--- src/logic/hub_cfg_regs.svh ---
// register offsets, reset values and field positions of the hub config bank
// Overview of operation
// - bit 7 byte one: bus or self power
// - bit 4 byte one: shared or per-port translators
// - host may force shared translator only
// - bits 2:1 byte one: overcurrent sensing style
// - bit 0 byte one: grouped or individual switching
// - bit 3 byte two: compound device flag
// - standard mode: disable masks, contiguous renumbering
// - renumber mode: numbering from remap_num input
// - bit 0 byte three: string descriptor enable
// - fixed port mask bits 3:1 flag ports
// - self-powered mask bits 3:1 disable ports
// - bus-powered mask bits disable ports while bus powered
// - any combination; report count, reorder ports
// - self-powered draw in 2 mA units
// - bus-powered draw, reset 0xfa is 500 mA
// - draw values include embedded peripheral consumption
// - reset values 0x98, 0x20, 0x03, 0x01
// - unwritten registers keep reset defaults
// - no access in communication stage until standby
`ifndef HUB_CFG_REGS_SVH
`define HUB_CFG_REGS_SVH
`define OFF_CFG_ONE      8'h06
`define OFF_CFG_TWO      8'h07
`define OFF_CFG_THREE    8'h08
`define OFF_FIXED_PORT   8'h09
`define OFF_PORT_OFF_SP  8'h0a
`define OFF_PORT_OFF_BP  8'h0b
`define OFF_DRAW_SP      8'h0c
`define OFF_DRAW_BP      8'h0d
`define RST_CFG_ONE      8'h98
`define RST_CFG_TWO      8'h20
`define RST_CFG_THREE    8'h03
`define RST_FIXED_PORT   8'h00
`define RST_PORT_OFF_SP  8'h00
`define RST_PORT_OFF_BP  8'h00
`define RST_DRAW_SP      8'h01
`define RST_DRAW_BP      8'hfa
`define BIT_POWER_SRC    7
`define BIT_PER_PORT_TT  4
`define BIT_OC_HI        2
`define BIT_OC_LO        1
`define BIT_SWITCH_STYLE 0
`define BIT_COMPOUND     3
`define BIT_RENUMBER     3
`define BIT_STRING_EN    0
`define PORT_BITS_HI     3
`define PORT_BITS_LO     1
`endif

--- src/logic/hub_cfg_pkg.sv ---
// types shared by the hub configuration bank
`default_nettype none
package hub_cfg_pkg;
  typedef enum logic [1:0] {
    SENSE_GANGED,
    SENSE_PER_PORT,
    SENSE_NONE
  } oc_sense_e;
  typedef enum logic [1:0] {
    STAGE_CONFIG,
    STAGE_COMM
  } hub_stage_e;
  typedef logic [7:0] byte_t;
endpackage : hub_cfg_pkg
`default_nettype wire

--- src/logic/hub_config_register_bank.sv ---
// configuration register bank of the three-port hub
`include "hub_cfg_regs.svh"
`default_nettype none
module hub_config_register_bank
  import hub_cfg_pkg::*;
#(
  parameter int PORTS = 3
)(
  input  wire logic        clk,
  input  wire logic        reset,
  input  wire logic        clk_en,
  input  wire logic        reg_wr,
  input  wire logic        reg_rd,
  input  wire byte_t       reg_addr,
  input  wire byte_t       reg_wdata,
  output var  byte_t       reg_rdata,
  output var  logic        reg_rvalid,
  input  wire logic        config_done,
  input  wire logic        standby,
  input  wire logic        force_single_tt,
  input  wire logic [6:1]  remap_num,
  output var  logic        comm_stage,
  output var  logic        power_source_select,
  output var  logic        per_port_translator_on,
  output var  oc_sense_e   overcurrent_sense_style,
  output var  logic        power_switch_style,
  output var  logic        compound_device,
  output var  logic        port_renumber_mode,
  output var  logic        string_desc_on,
  output var  logic [3:1]  fixed_port_mask,
  output var  logic [3:1]  port_off_active,
  output var  logic [1:0]  enabled_port_count,
  output var  logic [6:1]  reported_port_num,
  output var  byte_t       upstream_draw_value
);
  localparam int NREG = 8;
  localparam byte_t RESV = 8'h00;
  byte_t regs [NREG];
  logic  wr_ok;
  hub_stage_e stage_q;
  hub_stage_e stage_d;
  logic       cm_d;
  // accesses only outside the communication stage
  assign wr_ok = reg_wr && (stage_q == STAGE_CONFIG);

  localparam byte_t RST [NREG] = '{`RST_CFG_ONE, `RST_CFG_TWO,
    `RST_CFG_THREE, `RST_FIXED_PORT, `RST_PORT_OFF_SP, `RST_PORT_OFF_BP,
    `RST_DRAW_SP, `RST_DRAW_BP};
  // reserved bits of port masks stay at default
  localparam byte_t WMSK [NREG] = '{8'hff, 8'hff, 8'hff, 8'h0e, 8'h0e,
    8'h0e, 8'hff, 8'hff};

  for (genvar g = 0; g < NREG; g++)
  begin : g_reg
    cfg_byte_reg #(
      .RESET_VALUE (RST[g]),
      .WRITE_MASK  (WMSK[g])
    ) u_reg (
      .clk     (clk),
      .reset   (reset),
      .clk_en  (clk_en),
      .wr_en   (wr_ok && (reg_addr == 8'(`OFF_CFG_ONE + g))),
      .wr_data (reg_wdata),
      .value   (regs[g])
    );
  end

  // read path
  byte_t rdata_d;
  logic  rvalid_d;
  byte_t rdata_q;
  logic  rvalid_q;
  always_comb
  begin
    rdata_d  = RESV;
    rvalid_d = reg_rd && (stage_q == STAGE_CONFIG);
    if (reg_addr >= `OFF_CFG_ONE && reg_addr <= `OFF_DRAW_BP)
    begin
      rdata_d = regs[3'(reg_addr - `OFF_CFG_ONE)];
    end
  end

  always_comb
  begin
    stage_d = stage_q;
    unique case (stage_q)
      STAGE_CONFIG:
      begin
        if (config_done && !standby)
        begin
          stage_d = STAGE_COMM;
        end
      end
      STAGE_COMM:
      begin
        if (standby)
        begin
          stage_d = STAGE_CONFIG;
        end
      end
      default: stage_d = STAGE_CONFIG;
    endcase
  end
  assign cm_d = (stage_d == STAGE_COMM);

  // decoded live values
  byte_t c1;
  byte_t c2;
  byte_t c3;
  logic  self_pw;
  logic [3:1] off_live;
  logic [1:0] cnt_live;
  logic [6:1] num_live;
  oc_sense_e  oc_live;
  assign c1 = regs[0];
  assign c2 = regs[1];
  assign c3 = regs[2];
  assign self_pw = c1[`BIT_POWER_SRC];
  always_comb
  begin
    if (c1[`BIT_OC_HI])
      oc_live = SENSE_NONE;
    else if (c1[`BIT_OC_LO])
      oc_live = SENSE_PER_PORT;
    else
      oc_live = SENSE_GANGED;
  end
  assign off_live = self_pw
    ? regs[4][`PORT_BITS_HI:`PORT_BITS_LO]
    : regs[5][`PORT_BITS_HI:`PORT_BITS_LO];

  port_numbering #(
    .PORTS (PORTS)
  ) u_num (
    .port_off     (off_live),
    .active_count (cnt_live),
    .reported_num (num_live)
  );

  // frozen outputs
  logic       pw_q, tt_q, sw_q, cmp_q, map_q, str_q, cm_q;
  oc_sense_e  oc_q;
  logic [3:1] fix_q, off_q;
  logic [1:0] cnt_q;
  logic [6:1] num_q;
  byte_t      draw_q;
  logic       pw_d, tt_d, sw_d, cmp_d, map_d, str_d;
  oc_sense_e  oc_d;
  logic [3:1] fix_d, off_d;
  logic [1:0] cnt_d;
  logic [6:1] num_d;
  byte_t      draw_d;

  always_comb
  begin
    pw_d   = pw_q;
    tt_d   = tt_q;
    sw_d   = sw_q;
    cmp_d  = cmp_q;
    map_d  = map_q;
    str_d  = str_q;
    oc_d   = oc_q;
    fix_d  = fix_q;
    off_d  = off_q;
    cnt_d  = cnt_q;
    num_d  = num_q;
    draw_d = draw_q;
    // track until configuration ends, then hold
    if (stage_d == STAGE_CONFIG)
    begin
      pw_d  = self_pw;
      tt_d  = c1[`BIT_PER_PORT_TT] && !force_single_tt;
      oc_d  = oc_live;
      sw_d  = c1[`BIT_SWITCH_STYLE];
      cmp_d = c2[`BIT_COMPOUND];
      map_d = c3[`BIT_RENUMBER];
      str_d = c3[`BIT_STRING_EN];
      fix_d = regs[3][`PORT_BITS_HI:`PORT_BITS_LO];
      draw_d = self_pw ? regs[6] : regs[7];
      if (c3[`BIT_RENUMBER])
      begin
        off_d = {remap_num[6:5] == 2'h0, remap_num[4:3] == 2'h0,
                 remap_num[2:1] == 2'h0};
        cnt_d = 2'((remap_num[2:1] != 2'h0) + (remap_num[4:3] != 2'h0)
                   + (remap_num[6:5] != 2'h0));
        num_d = remap_num;
      end
      else
      begin
        off_d = off_live;
        cnt_d = cnt_live;
        num_d = num_live;
      end
    end
    else if (tt_q && force_single_tt)
    begin
      // in communication the host may drop to single translator, never back until standby
      tt_d = 1'b0;
    end
  end

  always_ff @(posedge clk)
  begin
    if (reset)
    begin
      stage_q <= STAGE_CONFIG;
      cm_q    <= 1'b0;
    end
    else if (clk_en)
    begin
      stage_q <= stage_d;
      cm_q    <= cm_d;
    end
  end

  // read data refreshed every enabled cycle
  always_ff @(posedge clk)
  begin
    if (reset)
    begin
      rdata_q  <= 8'h00;
      rvalid_q <= 1'b0;
    end
    else if (clk_en)
    begin
      rdata_q  <= rdata_d;
      rvalid_q <= rvalid_d;
    end
  end

  always_ff @(posedge clk)
  begin
    if (reset)
    begin
      pw_q   <= 1'b1;
      tt_q   <= 1'b1;
      sw_q   <= 1'b0;
      cmp_q  <= 1'b0;
      map_q  <= 1'b0;
      str_q  <= 1'b1;
      oc_q   <= SENSE_GANGED;
      fix_q  <= 3'h0;
      off_q  <= 3'h0;
      cnt_q  <= 2'h3;
      num_q  <= 6'h39;
      draw_q <= `RST_DRAW_SP;
    end
    else if (clk_en)
    begin
      pw_q   <= pw_d;
      tt_q   <= tt_d;
      sw_q   <= sw_d;
      cmp_q  <= cmp_d;
      map_q  <= map_d;
      str_q  <= str_d;
      oc_q   <= oc_d;
      fix_q  <= fix_d;
      off_q  <= off_d;
      cnt_q  <= cnt_d;
      num_q  <= num_d;
      draw_q <= draw_d;
    end
  end

  assign reg_rdata               = rdata_q;
  assign reg_rvalid              = rvalid_q;
  assign comm_stage              = cm_q;
  assign power_source_select     = pw_q;
  assign per_port_translator_on  = tt_q;
  assign overcurrent_sense_style = oc_q;
  assign power_switch_style      = sw_q;
  assign compound_device         = cmp_q;
  assign port_renumber_mode      = map_q;
  assign string_desc_on          = str_q;
  assign fixed_port_mask         = fix_q;
  assign port_off_active         = off_q;
  assign enabled_port_count      = cnt_q;
  assign reported_port_num       = num_q;
  assign upstream_draw_value     = draw_q;

  no_comm_write_a: assert property (@(posedge clk) disable iff (reset)
    (stage_q == STAGE_COMM && clk_en && reg_wr)
    |=> $stable({regs[0], regs[1], regs[2], regs[3],
                 regs[4], regs[5], regs[6], regs[7]}))
    else $error("config written in communication stage");
  frozen_cfg_a: assert property (@(posedge clk) disable iff (reset)
    (cm_q && stage_q == STAGE_COMM && !standby) |=> $stable(draw_q))
    else $error("draw value changed while frozen");
  force_single_a: assert property (@(posedge clk) disable iff (reset)
    (force_single_tt && clk_en) |=> !tt_q)
    else $error("translator not forced single");
  // power source follows register in config
  power_src_a: assert property (@(posedge clk) disable iff (reset)
    (stage_d == STAGE_CONFIG && clk_en) |=> pw_q == $past(self_pw))
    else $error("power source mismatch");
  draw_sel_a: assert property (@(posedge clk) disable iff (reset)
    (stage_d == STAGE_CONFIG && clk_en)
    |=> draw_q == ($past(self_pw) ? $past(regs[6]) : $past(regs[7])))
    else $error("wrong draw register reported");
  oc_none_a: assert property (@(posedge clk) disable iff (reset)
    (stage_d == STAGE_CONFIG && clk_en && c1[`BIT_OC_HI])
    |=> oc_q == SENSE_NONE)
    else $error("overcurrent decode wrong");
  port_count_a: assert property (@(posedge clk) disable iff (reset)
    (!map_q) |-> cnt_q == 2'(3 - $countones(off_q)))
    else $error("enabled port count wrong");
  resv_bits_a: assert property (@(posedge clk) disable iff (reset)
    regs[4][0] == 1'b0 && regs[5][7:4] == 4'h0)
    else $error("reserved port mask bit set");
  tt_follow_a: assert property (@(posedge clk) disable iff (reset)
    (stage_d == STAGE_CONFIG && clk_en)
    |=> tt_q == ($past(c1[`BIT_PER_PORT_TT]) && !$past(force_single_tt)))
    else $error("translator arrangement mismatch");
  remap_num_a: assert property (@(posedge clk) disable iff (reset)
    (stage_d == STAGE_CONFIG && clk_en && c3[`BIT_RENUMBER])
    |=> num_q == $past(remap_num))
    else $error("remapped port numbers not taken");
  string_en_a: assert property (@(posedge clk) disable iff (reset)
    (stage_d == STAGE_CONFIG && clk_en)
    |=> str_q == $past(c3[`BIT_STRING_EN]))
    else $error("string support flag mismatch");
  read_refused_a: assert property (@(posedge clk) disable iff (reset)
    (stage_q == STAGE_COMM && clk_en) |=> !reg_rvalid)
    else $error("read answered in communication stage");
  cfg_hold_a: assert property (@(posedge clk) disable iff (reset)
    (!clk_en)
    |=> $stable({regs[0], regs[1], regs[2], regs[3],
                 regs[4], regs[5], regs[6], regs[7]}) && $stable(stage_q))
    else $error("state changed with clock enable low");
endmodule : hub_config_register_bank
`default_nettype wire

--- src/logic/cfg_byte_reg.sv ---
// one byte-wide configuration register with write-preserve behaviour
`default_nettype none
module cfg_byte_reg
  import hub_cfg_pkg::*;
#(
  parameter byte_t RESET_VALUE = 8'h00,
  parameter byte_t WRITE_MASK  = 8'hff
)(
  input  wire logic  clk,
  input  wire logic  reset,
  input  wire logic  clk_en,
  input  wire logic  wr_en,
  input  wire byte_t wr_data,
  output var  byte_t value
);
  byte_t value_q;
  byte_t value_d;
  always_comb
  begin
    value_d = value_q;
    if (wr_en)
    begin
      value_d = (wr_data & WRITE_MASK) | (value_q & ~WRITE_MASK);
    end
  end
  always_ff @(posedge clk)
  begin
    if (reset)
    begin
      value_q <= RESET_VALUE;
    end
    else if (clk_en)
    begin
      value_q <= value_d;
    end
  end
  assign value = value_q;
endmodule : cfg_byte_reg
`default_nettype wire

--- src/logic/port_numbering.sv ---
// maps enabled physical ports to contiguous reported numbers
`default_nettype none
module port_numbering
  import hub_cfg_pkg::*;
#(
  parameter int PORTS = 3
)(
  input  wire logic [PORTS:1]   port_off,
  output var  logic [1:0]       active_count,
  output var  logic [PORTS*2:1] reported_num
);
  always_comb
  begin
    logic [1:0] n;
    n = 2'h0;
    reported_num = '0;
    for (int p = 1; p <= PORTS; p++)
    begin
      if (!port_off[p])
      begin
        n = 2'(n + 2'h1);
        reported_num[p*2 -: 2] = n;
      end
    end
    active_count = n;
  end
endmodule : port_numbering
`default_nettype wire

--- config.mk ---
export PLATFORM = sky130hd
export DESIGN_NAME = hub_config_register_bank
export DESIGN_NICKNAME = d
export VERILOG_FILES = /design/src/logic/hub_cfg_pkg.sv /design/src/logic/hub_config_register_bank.sv /design/src/logic/cfg_byte_reg.sv /design/src/logic/port_numbering.sv
export VERILOG_INCLUDE_DIRS = /design/src /design/src/logic
export SDC_FILE = /design/constraint.sdc
export NUM_CORES = 1
export LEC_CHECK = 0
export ABC_AREA = 0
export ABC_CLOCK_PERIOD_IN_PS = 5150
export BUFFER_PORTS_ARGS = -buffer_cell sky130_fd_sc_hd__buf_4
export CAP_MARGIN = 10
export CELL_PAD_IN_SITES_DETAIL_PLACEMENT = 0
export CELL_PAD_IN_SITES_GLOBAL_PLACEMENT = 2
export CORE_UTILIZATION = 39
export CTS_BUF_LIST = sky130_fd_sc_hd__clkbuf_4 sky130_fd_sc_hd__clkbuf_8
export DETAILED_ROUTE_END_ITERATION = 7
export GPL_TIMING_DRIVEN = 1
export PLACE_DENSITY = 0.92
export SYNTH_ARGS = -nofsm -noshare
export SYNTH_HDL_FRONTEND = slang
export SYNTH_SLANG_ARGS = --single-unit
--- constraint.sdc ---
create_clock -name clk -period 5.15 [get_ports clk]
set_input_delay 0.7725 -clock clk [delete_from_list [all_inputs] [get_ports clk]]
set_output_delay 0.7725 -clock clk [all_outputs]
set_load 0.01 [all_outputs]
==> results of run 1 <==
-- cell usage after synthesis (2+ instances only) --
master | count | area (µm²)
a32o_1 | 5 | 50.1
nor2b_1 | 4 | 25.0
mux2_2 | 10 | 113
a21oi_1 | 17 | 85.1
nand2_1 | 33 | 124
a211o_1 | 6 | 52.6
a211oi_1 | 11 | 82.6
nor3_1 | 7 | 35.0
mux4_2 | 6 | 135
nor2_1 | 62 | 233
dfxtp_1 | 91 | 1820
a22o_1 | 3 | 26.3
nand2b_1 | 14 | 87.6
nand4_2 | 4 | 50.1
buf_2 | 13 | 65.1
inv_1 | 5 | 18.8
nor4bb_1 | 2 | 20.0
clkbuf_1 | 17 | 63.8
nand3_1 | 3 | 15.0
o21ai_0 | 6 | 30.0
ha_1 | 4 | 50.1
mux2i_1 | 67 | 671
nand3b_1 | 3 | 22.5
-- power breakdown --
part	switching (mW)	internal, mW
sequential	0.00737	0.715
combinational	0.0701	0.0549
clock	0.241	0.217
total	0.318	0.987
-- final cells by class --
type / instances / area [µm²]
clock inverters: 2 / 10.0
inverters: 5 / 18.8
fillers: 976 / 5140
clock buffers: 14 / 174
multi-input cells: 286 / 2100
repair buffers: 70 / 526
well taps: 133 / 166
flip-flops and latches: 91 / 1820
-- sequential cells by signal, summed over array words and instances, names as in the netlist, 2 cells and up --
name                     flops
stage_q                      2
port_off_active              3
reg_rdata                    8
reported_port_num            6
g.u_reg.value               49
enabled_port_count           2
overcurrent_sense_style      2
fixed_port_mask              3
upstream_draw_value          8
-- metal layers --
layer / vias to the layer above / share of wire [%] / global-route usage, %
li1: 1560 / - / -
met1: 1515 / 46 / 25.6
met2: 64 / 49 / 32.7
met3: 12 / 3.6 / 3.32
met4: 0 / 1.1 / 6.43
met5: - / 0 / 0
-- placed cells by master, fill, tap and decap left out, types with 2 or more instances in the layout --
master    netlist  final
dfxtp_1        91     91
buf_4           0     70
mux2i_1        67     67
nor2_1         62     62
nand2_1        33     33
a21oi_1        17     17
nand2b_1       14     14
a211oi_1       11     11
clkbuf_8        0     11
mux2_2         10     10
nor3_1          7      7
o21ai_0         6      6
mux4_2          6      6
a211o_1         6      6
inv_1           5      5
a32o_1          5      5
nor2b_1         4      4
nand4_2         4      4
ha_1            4      4
a22o_1          3      3
nand3b_1        3      3
nand3_1         3      3
clkbuf_4        0      3
nor4bb_1        2      2
clkinv_2        0      2
-- stage by stage --
step	power, mW	utilization [%]	hold WS, ns	instances	setup slack, ns
global placement	0.865	46.5	0.443	585	2.69
floorplan	0.810	-	0.440	414	3.09
CTS	1.32	48.4	0.465	601	2.77
global route	1.36	48.4	0.486	601	2.58
finish	1.31	48.4	0.461	601	2.81
detailed placement	0.866	46.5	0.452	585	2.67
-- path summary, 6_finish.rpt --
path                                        startpoint                                 end  slack [ns]  depth (start not counted)
setup / recovery  g_reg[0].u_reg.value[7]$_SDFFE_PP1P_  enabled_port_count[0]$_SDFFE_PP1P_        2.81                          7
hold / removal         port_off_active[3]$_SDFFE_PP0P_     port_off_active[3]$_SDFFE_PP0P_        0.46                          2
setup reg to reg  g_reg[0].u_reg.value[7]$_SDFFE_PP1P_  enabled_port_count[0]$_SDFFE_PP1P_        2.81                          7
hold reg to reg        port_off_active[3]$_SDFFE_PP0P_     port_off_active[3]$_SDFFE_PP0P_        0.46                          2
-- critical path: cells and delay by family (launching register included) --
family	cells	cell delay (ns)
AOI/OAI and AO/OA	2	0.36
adders and majority gates	2	0.45
buffers and inverters	1	0.04
DFF	1	0.81
muxes	1	0.44
and+or+nand+nor	1	0.13
-- cells by family after synthesis --
| kind of cell | share of synthesized area, % |
|---|---|
| AOI/OAI and AO/OA | 9.58 |
| adders and majority gates | 1.72 |
| buffers and inverters | 3.99 |
| DFF | 44.7 |
| muxes | 22.5 |
| and+or+nand+nor | 17.5 |
==> impl_metrics.py, run 1 <==
metrics = {
    "setup_path": {
        "cp_slowest_cell": "dfxtp_1",
        "crit_top_cell": "ha_1",
        "cpPeakStageDelay_ns": 0.81,
        "crit_path_end_kind": "flip-flop",
        "path_cells": "mux2i_1, ha_1, inv_1, ha_1, nor2b_1, a211oi_1, a211o_1",
        "worst-setup-path-type": "flip-flop to flip-flop",
        "arrival_ns": 2.59,
        "cp-start-kind": "flip-flop",
        "cp_data_required_time_ns": 5.40,
        "path_max_fanout": 14,
    },
    "sta": {
        "rsz0062_at_grt": "no",
        "skew_ns": 0.0108,
        "finalSetupViolations": 0,
        "relSlewSlack_pct": 27.9,
        "drv_slew": 0,
        "fin_crit_ns": 2.34,
        "clock.fmax_mhz": 427,
        "final_hold_viol_count": 0,
        "finalCritPeriodShare_pct": 45.5,
        "finalSetupTns_ns": 0,
        "tightest_slew_ns": 1.08,
    },
    "clock_network": {
        "cts_sinks": 91,
        "post_cts_resized": 0,
        "clock_path_buffers": 2,
        "holdBufCountCts": 0,
        "cts_max_level": 3,
        "insertion_delay_ns": 0.36,
        "cts_tree": "yes",
        "cts_inserted_buffers": 9,
        "path_clk_slew_ns": 0.08,
        "post_cts_buffers": 0,
        "cts_root_buf": "clkbuf_8",
    },
    "logic_synthesis": {
        "synth_area_mm2": 0.00408,
        "syn_nets": 449,
        "ys_async_sr_fraction_pct": 0,
        "seq_area_frac_synth_pct": 44.7,
        "synthCells": 414,
        "synth_edf_count": 0,
        "synth.avg_cell_area_um2": 9.85,
        "yosysUniqueCellTypes": 44,
        "ys_seq_elements": 91,
        "synth_warnings": 0,
        "ys.flop_type": "dfxtp_1",
    },
    "cells_and_area": {
        "drive_gt1_share_pct": 24.1,
        "nets": 498,
        "fin_area_mm2": 0.00482,
        "area_growth_pct": 18.2,
        "antenna_cells": 0,
    },
    "job": {
        "cap_violations": 0,
    },
    "grt": {
        "first_global_vias": 3080,
        "grt_start_max_net_pins": 86,
        "grt_pass1_wl_um": 16600,
        "grt_overflow_total": 0,
        "grtUsageTotal_pct": 19.6,
        "antenna_found_initial": 0,
    },
    "routing": {
        "ant_nets": 0,
        "routedWlPerCell_um": 16.7,
        "drcViolationCount": 0,
        "first_iter_violations": 144,
        "firstDrtPassIters": 4,
        "drt_wl_total_um": 10000,
        "viasPerCell": 5.24,
        "vias": 3151,
    },
    "placed_design": {
        "placed_area_mm2": 0.00463,
        "hpwl_um": 6980,
        "portBuffers": 69,
        "globalplace.congestion": 0.751,
    },
    "floorplanning": {
        "row_count": 36,
        "start_util_pct": 41.0,
        "core_region_area_mm2": 0.00995,
        "io_pins": 70,
        "die_w_um": 104,
        "dieArea_mm2": 0.0109,
        "die_h_um": 104,
    },
    "power": {
        "peakVddDrop_v": 0.000109,
        "leakage_nw": 2.24,
        "pwr_density_cell_mw_per_mm2": 271,
    },
    "worst_hold_path": {
        "hold_path.class": "flip-flop to flip-flop",
    },
    "run_status": {
        "outcome": "finished, final reports clean",
    },
}
(Power assumes the default switching activity.)
==> run 2: changes to the inputs <==
Settings changed: ABC_CLOCK_PERIOD_IN_PS 5150 to 2100, CORE_UTILIZATION 39 to 33, PLACE_DENSITY 0.92 to 0.83.
Clock period 5.15 ns to 2.1 ns, I/O delays scaled along.
==> impl_metrics.py, run 2 (synthesis gave the netlist of run 1 again) <==
metrics = {
    "sta": {
        "drv_slew": 0,
        "finalSetupTns_ns": 0,
        "finalSetupViolations": 0,
        "finalCritPeriodShare_pct": 87.4,
        "clock.fmax_mhz": 545,
        "tightest_slew_ns": 0.478,
        "skew_ns": 0.00907,
        "relSlewSlack_pct": 67.3,
        "fin_hold_ws_ns": 0.202,
        "fin_crit_ns": 1.84,
        "rsz0062_at_grt": "no",
        "final_hold_viol_count": 0,
    },
    "clock_network": {
        "path_clk_slew_ns": 0.09,
        "cts_sinks": 91,
        "cts_max_level": 3,
        "cts_inserted_buffers": 9,
        "cts_root_buf": "clkbuf_8",
        "cts_tree": "yes",
        "clock_path_buffers": 2,
        "post_cts_buffers": 0,
        "holdBufCountCts": 0,
        "post_cts_resized": 0,
        "insertion_delay_ns": 0.37,
    },
    "worst_hold_path": {
        "hold_path.class": "input port to flip-flop",
    },
    "power": {
        "pwr_density_cell_mw_per_mm2": 684,
        "switchingPower_uw": 801,
        "switching_share_pct": 23.2,
        "seqPwrFrac_pct": 51.4,
        "power_frac_clock_pct": 39.3,
        "leakage_nw": 2.35,
        "p_comb_share_pct": 9.4,
        "p_int_mw": 2.65,
        "peakVddDrop_v": 0.000256,
    },
    "floorplanning": {
        "die_h_um": 113,
        "die_w_um": 113,
        "io_pins": 70,
        "row_count": 40,
        "start_util_pct": 33.9,
        "dieArea_mm2": 0.0128,
        "core_region_area_mm2": 0.0120,
    },
    "setup_path": {
        "cpPeakStageDelay_ns": 0.43,
        "crit_top_cell": "ha_1",
        "r2r_cells": 7,
        "path_cells": "mux2i_1, ha_1, inv_1, ha_1, nor2b_1, a211oi_1, a211o_1",
        "endpoint": "enabled_port_count[0]$_SDFFE_PP1P_",
        "worst-setup-path-type": "flip-flop to flip-flop",
        "crit_path_end_kind": "flip-flop",
        "r2r-end": "enabled_port_count[0]$_SDFFE_PP1P_",
        "cp-startpoint": "g_reg[0].u_reg.value[7]$_SDFFE_PP1P_",
        "path_max_fanout": 4,
        "rrSetupSlack_ns": 0.26,
        "cp_top_family": "adder cells",
        "reg2reg_from": "g_reg[0].u_reg.value[7]$_SDFFE_PP1P_",
        "cp_data_required_time_ns": 2.41,
        "crit_buf_inv": 1,
        "crit_cells": 7,
        "arrival_ns": 2.15,
        "cp-start-kind": "flip-flop",
        "cp_slowest_cell": "dfxtp_1",
    },
    "cells_and_area": {
        "n_fill_cell": 1207,
        "drive_gt1_share_pct": 27.4,
        "antenna_cells": 0,
        "area_growth_pct": 23.6,
        "final_cell_mix": "dfxtp_1 (91), buf_4 (91), mux2i_1 (67), nor2_1 (62), nand2_1 (33)",
        "nets": 519,
        "finalNonFillerCells": 636,
        "largest_reg_flops": 49,
    },
    "routing": {
        "first_iter_violations": 167,
        "vias": 3204,
        "ant_nets": 0,
        "drt_wl_total_um": 10300,
        "routedWlPerCell_um": 16.2,
        "firstDrtPassIters": 4,
        "viasPerCell": 5.04,
        "drcViolationCount": 0,
    },
    "job": {
        "cap_violations": 0,
    },
    "grt": {
        "grt_start_max_net_pins": 47,
        "grt_pass1_wl_um": 16400,
        "grtUsageTotal_pct": 16.7,
        "grt_overflow_total": 0,
        "antenna_found_initial": 0,
        "first_global_vias": 3106,
    },
    "run_status": {
        "outcome": "finished, final reports clean",
    },
    "placed_design": {
        "globalplace.congestion": 0.801,
        "hpwl_um": 7440,
        "numPlacedInstances": 620,
        "portBuffers": 69,
    },
}
run 2: tightest hold or removal path: cells and delay by family:
family                 cells  cell delay, ns
buffers and inverters      1            0.10
muxes                      1            0.06
and+or+nand+nor            1            0.06
run 2: final cells by class:
| type | count | area [µm²] | share of cell area (%) |
|---|---|---|---|
| multi-input cells | 286 | 2100 | 41.7 |
| flip-flops and latches | 91 | 1820 | 36.1 |
| repair buffers | 91 | 683 | 13.6 |
| well taps | 147 | 184 | 3.65 |
| clock buffers | 12 | 159 | 3.15 |
| clock inverters | 4 | 72.6 | 1.44 |
| inverters | 5 | 18.8 | 0.372 |
run 2: worst min-delay path by stage:
stage                                       startpoint                                      end  slack [ns]  cells past startpoint
6_report                                  reg_wdata[6]     g_reg[7].u_reg.value[6]$_SDFFE_PP1P_        0.20                      3
5_1_grt                                   reg_wdata[0]     g_reg[2].u_reg.value[0]$_SDFFE_PP1P_        0.21                      3
4_1_cts                                   reg_wdata[0]     g_reg[2].u_reg.value[0]$_SDFFE_PP1P_        0.19                      3
3_5_place_dp   overcurrent_sense_style[1]$_SDFFE_PP0P_  overcurrent_sense_style[1]$_SDFFE_PP0P_        0.45                      2
3_3_place_gp         reported_port_num[2]$_SDFFE_PP0P_        reported_port_num[2]$_SDFFE_PP0P_        0.44                      2
2_1_floorplan     g_reg[2].u_reg.value[1]$_SDFFE_PP1P_     g_reg[2].u_reg.value[1]$_SDFFE_PP1P_        0.44                      2
run 2: per-stage QoR:
stage	area (µm²)	worst slack [ns]	power (mW)	util, %
after global placement	4810	0.216	2.14	40.0
after detailed placement	4810	0.260	2.14	40.0
after global routing	5040	0.136	3.59	42.0
after CTS	5040	0.254	3.48	42.0
final	5040	0.265	3.45	42.0
after floorplan	4080	0.291	1.99	-
run 2: power by group through the flow:
stage | clock network [mW] | logic, mW | registers (mW)
finish | 1.35 | 0.323 | 1.77
global route | 1.46 | 0.354 | 1.78
CTS | 1.39 | 0.328 | 1.77
detailed placement | 0 | 0.327 | 1.81
global placement | 0 | 0.324 | 1.81
floorplan | 0 | 0.165 | 1.82
run 2: per-layer routing:
layer | routed length [µm] | global-route usage [%] | share of wire [%] | vias up
li1 | - | - | - | 1590
met1 | 4920 | 22.1 | 48 | 1544
met2 | 4850 | 27.2 | 47 | 59
met3 | 382 | 2.14 | 3.7 | 11
met4 | 173 | 7.54 | 1.7 | 0
met5 | 0 | 0 | 0 | -
==> run 3: changes to the inputs <==
Settings changed: BUFFER_PORTS_ARGS -buffer_cell sky130_fd_sc_hd__buf_4 to -buffer_cell sky130_fd_sc_hd__buf_2, PLACE_DENSITY 0.83 to default, PLACE_DENSITY_LB_ADDON from default to 0.1.
==> impl_metrics.py, run 3 (synthesis gave the netlist of run 1 again) <==
metrics = {
    "run_status": {
        "outcome": "finished, final reports clean",
    },
    "clock_network": {
        "cts_inserted_buffers": 9,
        "clock_path_buffers": 2,
        "cts_tree": "yes",
        "cts_max_level": 3,
        "cts_sinks": 91,
        "cts_root_buf": "clkbuf_8",
        "insertion_delay_ns": 0.37,
        "path_clk_slew_ns": 0.08,
    },
    "cells_and_area": {
        "final_common_cell": "dfxtp_1",
        "drive_gt1_share_pct": 27.6,
        "final_cell_mix": "dfxtp_1 (91), buf_2 (69), mux2i_1 (66), nor2_1 (62), nand2_1 (33)",
        "multi_input_area_mm2": 0.00210,
        "finalNonFillerCells": 636,
        "ff_latch_area_mm2": 0.00182,
        "nets": 520,
        "largest_reg_flops": 49,
        "n_fill_cell": 1252,
        "antenna_cells": 0,
        "fin_area_mm2": 0.00483,
        "area_growth_pct": 18.5,
    },
    "setup_path": {
        "r2r_cells": 7,
        "cp-start-kind": "flip-flop",
        "crit_path_end_kind": "flip-flop",
        "r2r-end": "enabled_port_count[0]$_SDFFE_PP1P_",
        "reg2reg_from": "g_reg[0].u_reg.value[7]$_SDFFE_PP1P_",
        "arrival_ns": 2.29,
        "cp_data_required_time_ns": 2.42,
        "rrSetupSlack_ns": 0.13,
        "path_max_fanout": 4,
        "worst-setup-path-type": "flip-flop to flip-flop",
    },
    "power": {
        "pwr_density_cell_mw_per_mm2": 665,
        "peakVddDrop_v": 0.000266,
        "leakage_nw": 2.30,
    },
    "worst_hold_path": {
        "hold_path.class": "input port to flip-flop",
        "whs_path_depth": 3,
        "min_to": "reg_rvalid$_SDFFE_PP0P_",
        "holdCritStartpoint": "reg_rd",
    },
    "placed_design": {
        "hpwl_um": 7770,
        "globalplace.congestion": 0.758,
        "placed_area_mm2": 0.00464,
        "portBuffers": 69,
        "numPlacedInstances": 621,
    },
    "routing": {
        "routedWlPerCell_um": 17.2,
        "viasPerCell": 5.05,
        "first_iter_violations": 150,
        "vias": 3214,
        "drt_wl_total_um": 10900,
        "drcViolationCount": 0,
        "firstDrtPassIters": 4,
        "ant_nets": 0,
    },
    "sta": {
        "finalCritPeriodShare_pct": 94.0,
        "tightest_slew_ns": 0.855,
        "fin_crit_ns": 1.97,
        "clock.fmax_mhz": 507,
        "finalSetupViolations": 0,
        "relSlewSlack_pct": 42.8,
        "skew_ns": 0.00588,
        "finalSetupTns_ns": 0,
        "drv_slew": 0,
        "rsz0062_at_grt": "no",
        "final_hold_viol_count": 0,
    },
    "floorplanning": {
        "start_util_pct": 33.9,
        "die_h_um": 113,
        "row_count": 40,
        "dieArea_mm2": 0.0128,
        "io_pins": 70,
        "die_w_um": 113,
        "core_region_area_mm2": 0.0120,
    },
    "grt": {
        "grt_start_max_net_pins": 34,
        "antenna_found_initial": 0,
        "grt_overflow_total": 0,
        "first_global_vias": 3082,
        "grtUsageTotal_pct": 18.0,
        "grt_pass1_wl_um": 17400,
    },
    "job": {
        "cap_violations": 0,
    },
}
## run 3: worst max-delay path, stage by stage (launching register included)
cell and delay, ns:
dfxtp_1 0.48, mux2i_1 0.42, ha_1 0.31, inv_1 0.07
ha_1 0.22, nor2b_1 0.13, a211oi_1 0.19, a211o_1 0.13
## run 3: routing by layer
metal	wire (µm)	track usage [%]	share of wire (%)
met5	0	0	0
met4	187	7.37	1.7
met3	440	2.95	4.0
met2	4470	25.5	41
met1	5820	26.9	53
## run 3: how the worst max path moves through the flow
stage	start	endpoint	depth (start not counted)
finish	g_reg[0].u_reg.value[7]$_SDFFE_PP1P_	enabled_port_count[0]$_SDFFE_PP1P_	7
floorplan	g_reg[0].u_reg.value[7]$_SDFFE_PP1P_	enabled_port_count[0]$_SDFFE_PP1P_	8
global route	g_reg[0].u_reg.value[7]$_SDFFE_PP1P_	enabled_port_count[0]$_SDFFE_PP1P_	7
detailed placement	clk_en	g_reg[2].u_reg.value[4]$_SDFFE_PP0P_	6
CTS	g_reg[0].u_reg.value[7]$_SDFFE_PP1P_	enabled_port_count[0]$_SDFFE_PP1P_	7
global placement	clk_en	g_reg[2].u_reg.value[1]$_SDFFE_PP1P_	6
## run 3: cell type report
type	count	area share [%]
clock inverter	2	0.207
inverter	5	0.389
clock buffer	13	3.58
multi-input combinational	286	43.6
tap	147	3.81
sequential	91	37.7
timing repair buffer	92	10.7
## run 3: through the flow
step                setup slack, ns  hold WS (ns)  power, mW  utilization (%)
floorplan                     0.291         0.440       1.99                -
global placement              0.114         0.440       2.11             38.7
detailed placement            0.104         0.445       2.11             38.7
CTS                           0.118         0.195       3.27             40.2
global route                 0.0561         0.213       3.38             40.2
finish                        0.126         0.210       3.21             40.2
## run 3: power by group
group	switching [mW]	internal, mW	total, mW	leakage [nW]
Sequential	0.0152	1.75	1.77	0.738
Clock	0.607	0.531	1.14	0.0987
Combinational	0.184	0.120	0.304	1.46
## run 3: repair_timing
action,4_1_cts,5_1_grt
buffers inserted,0,0
gates resized for setup,0,1
hold buffers,0,0
endpoints found under the setup margin,0,1
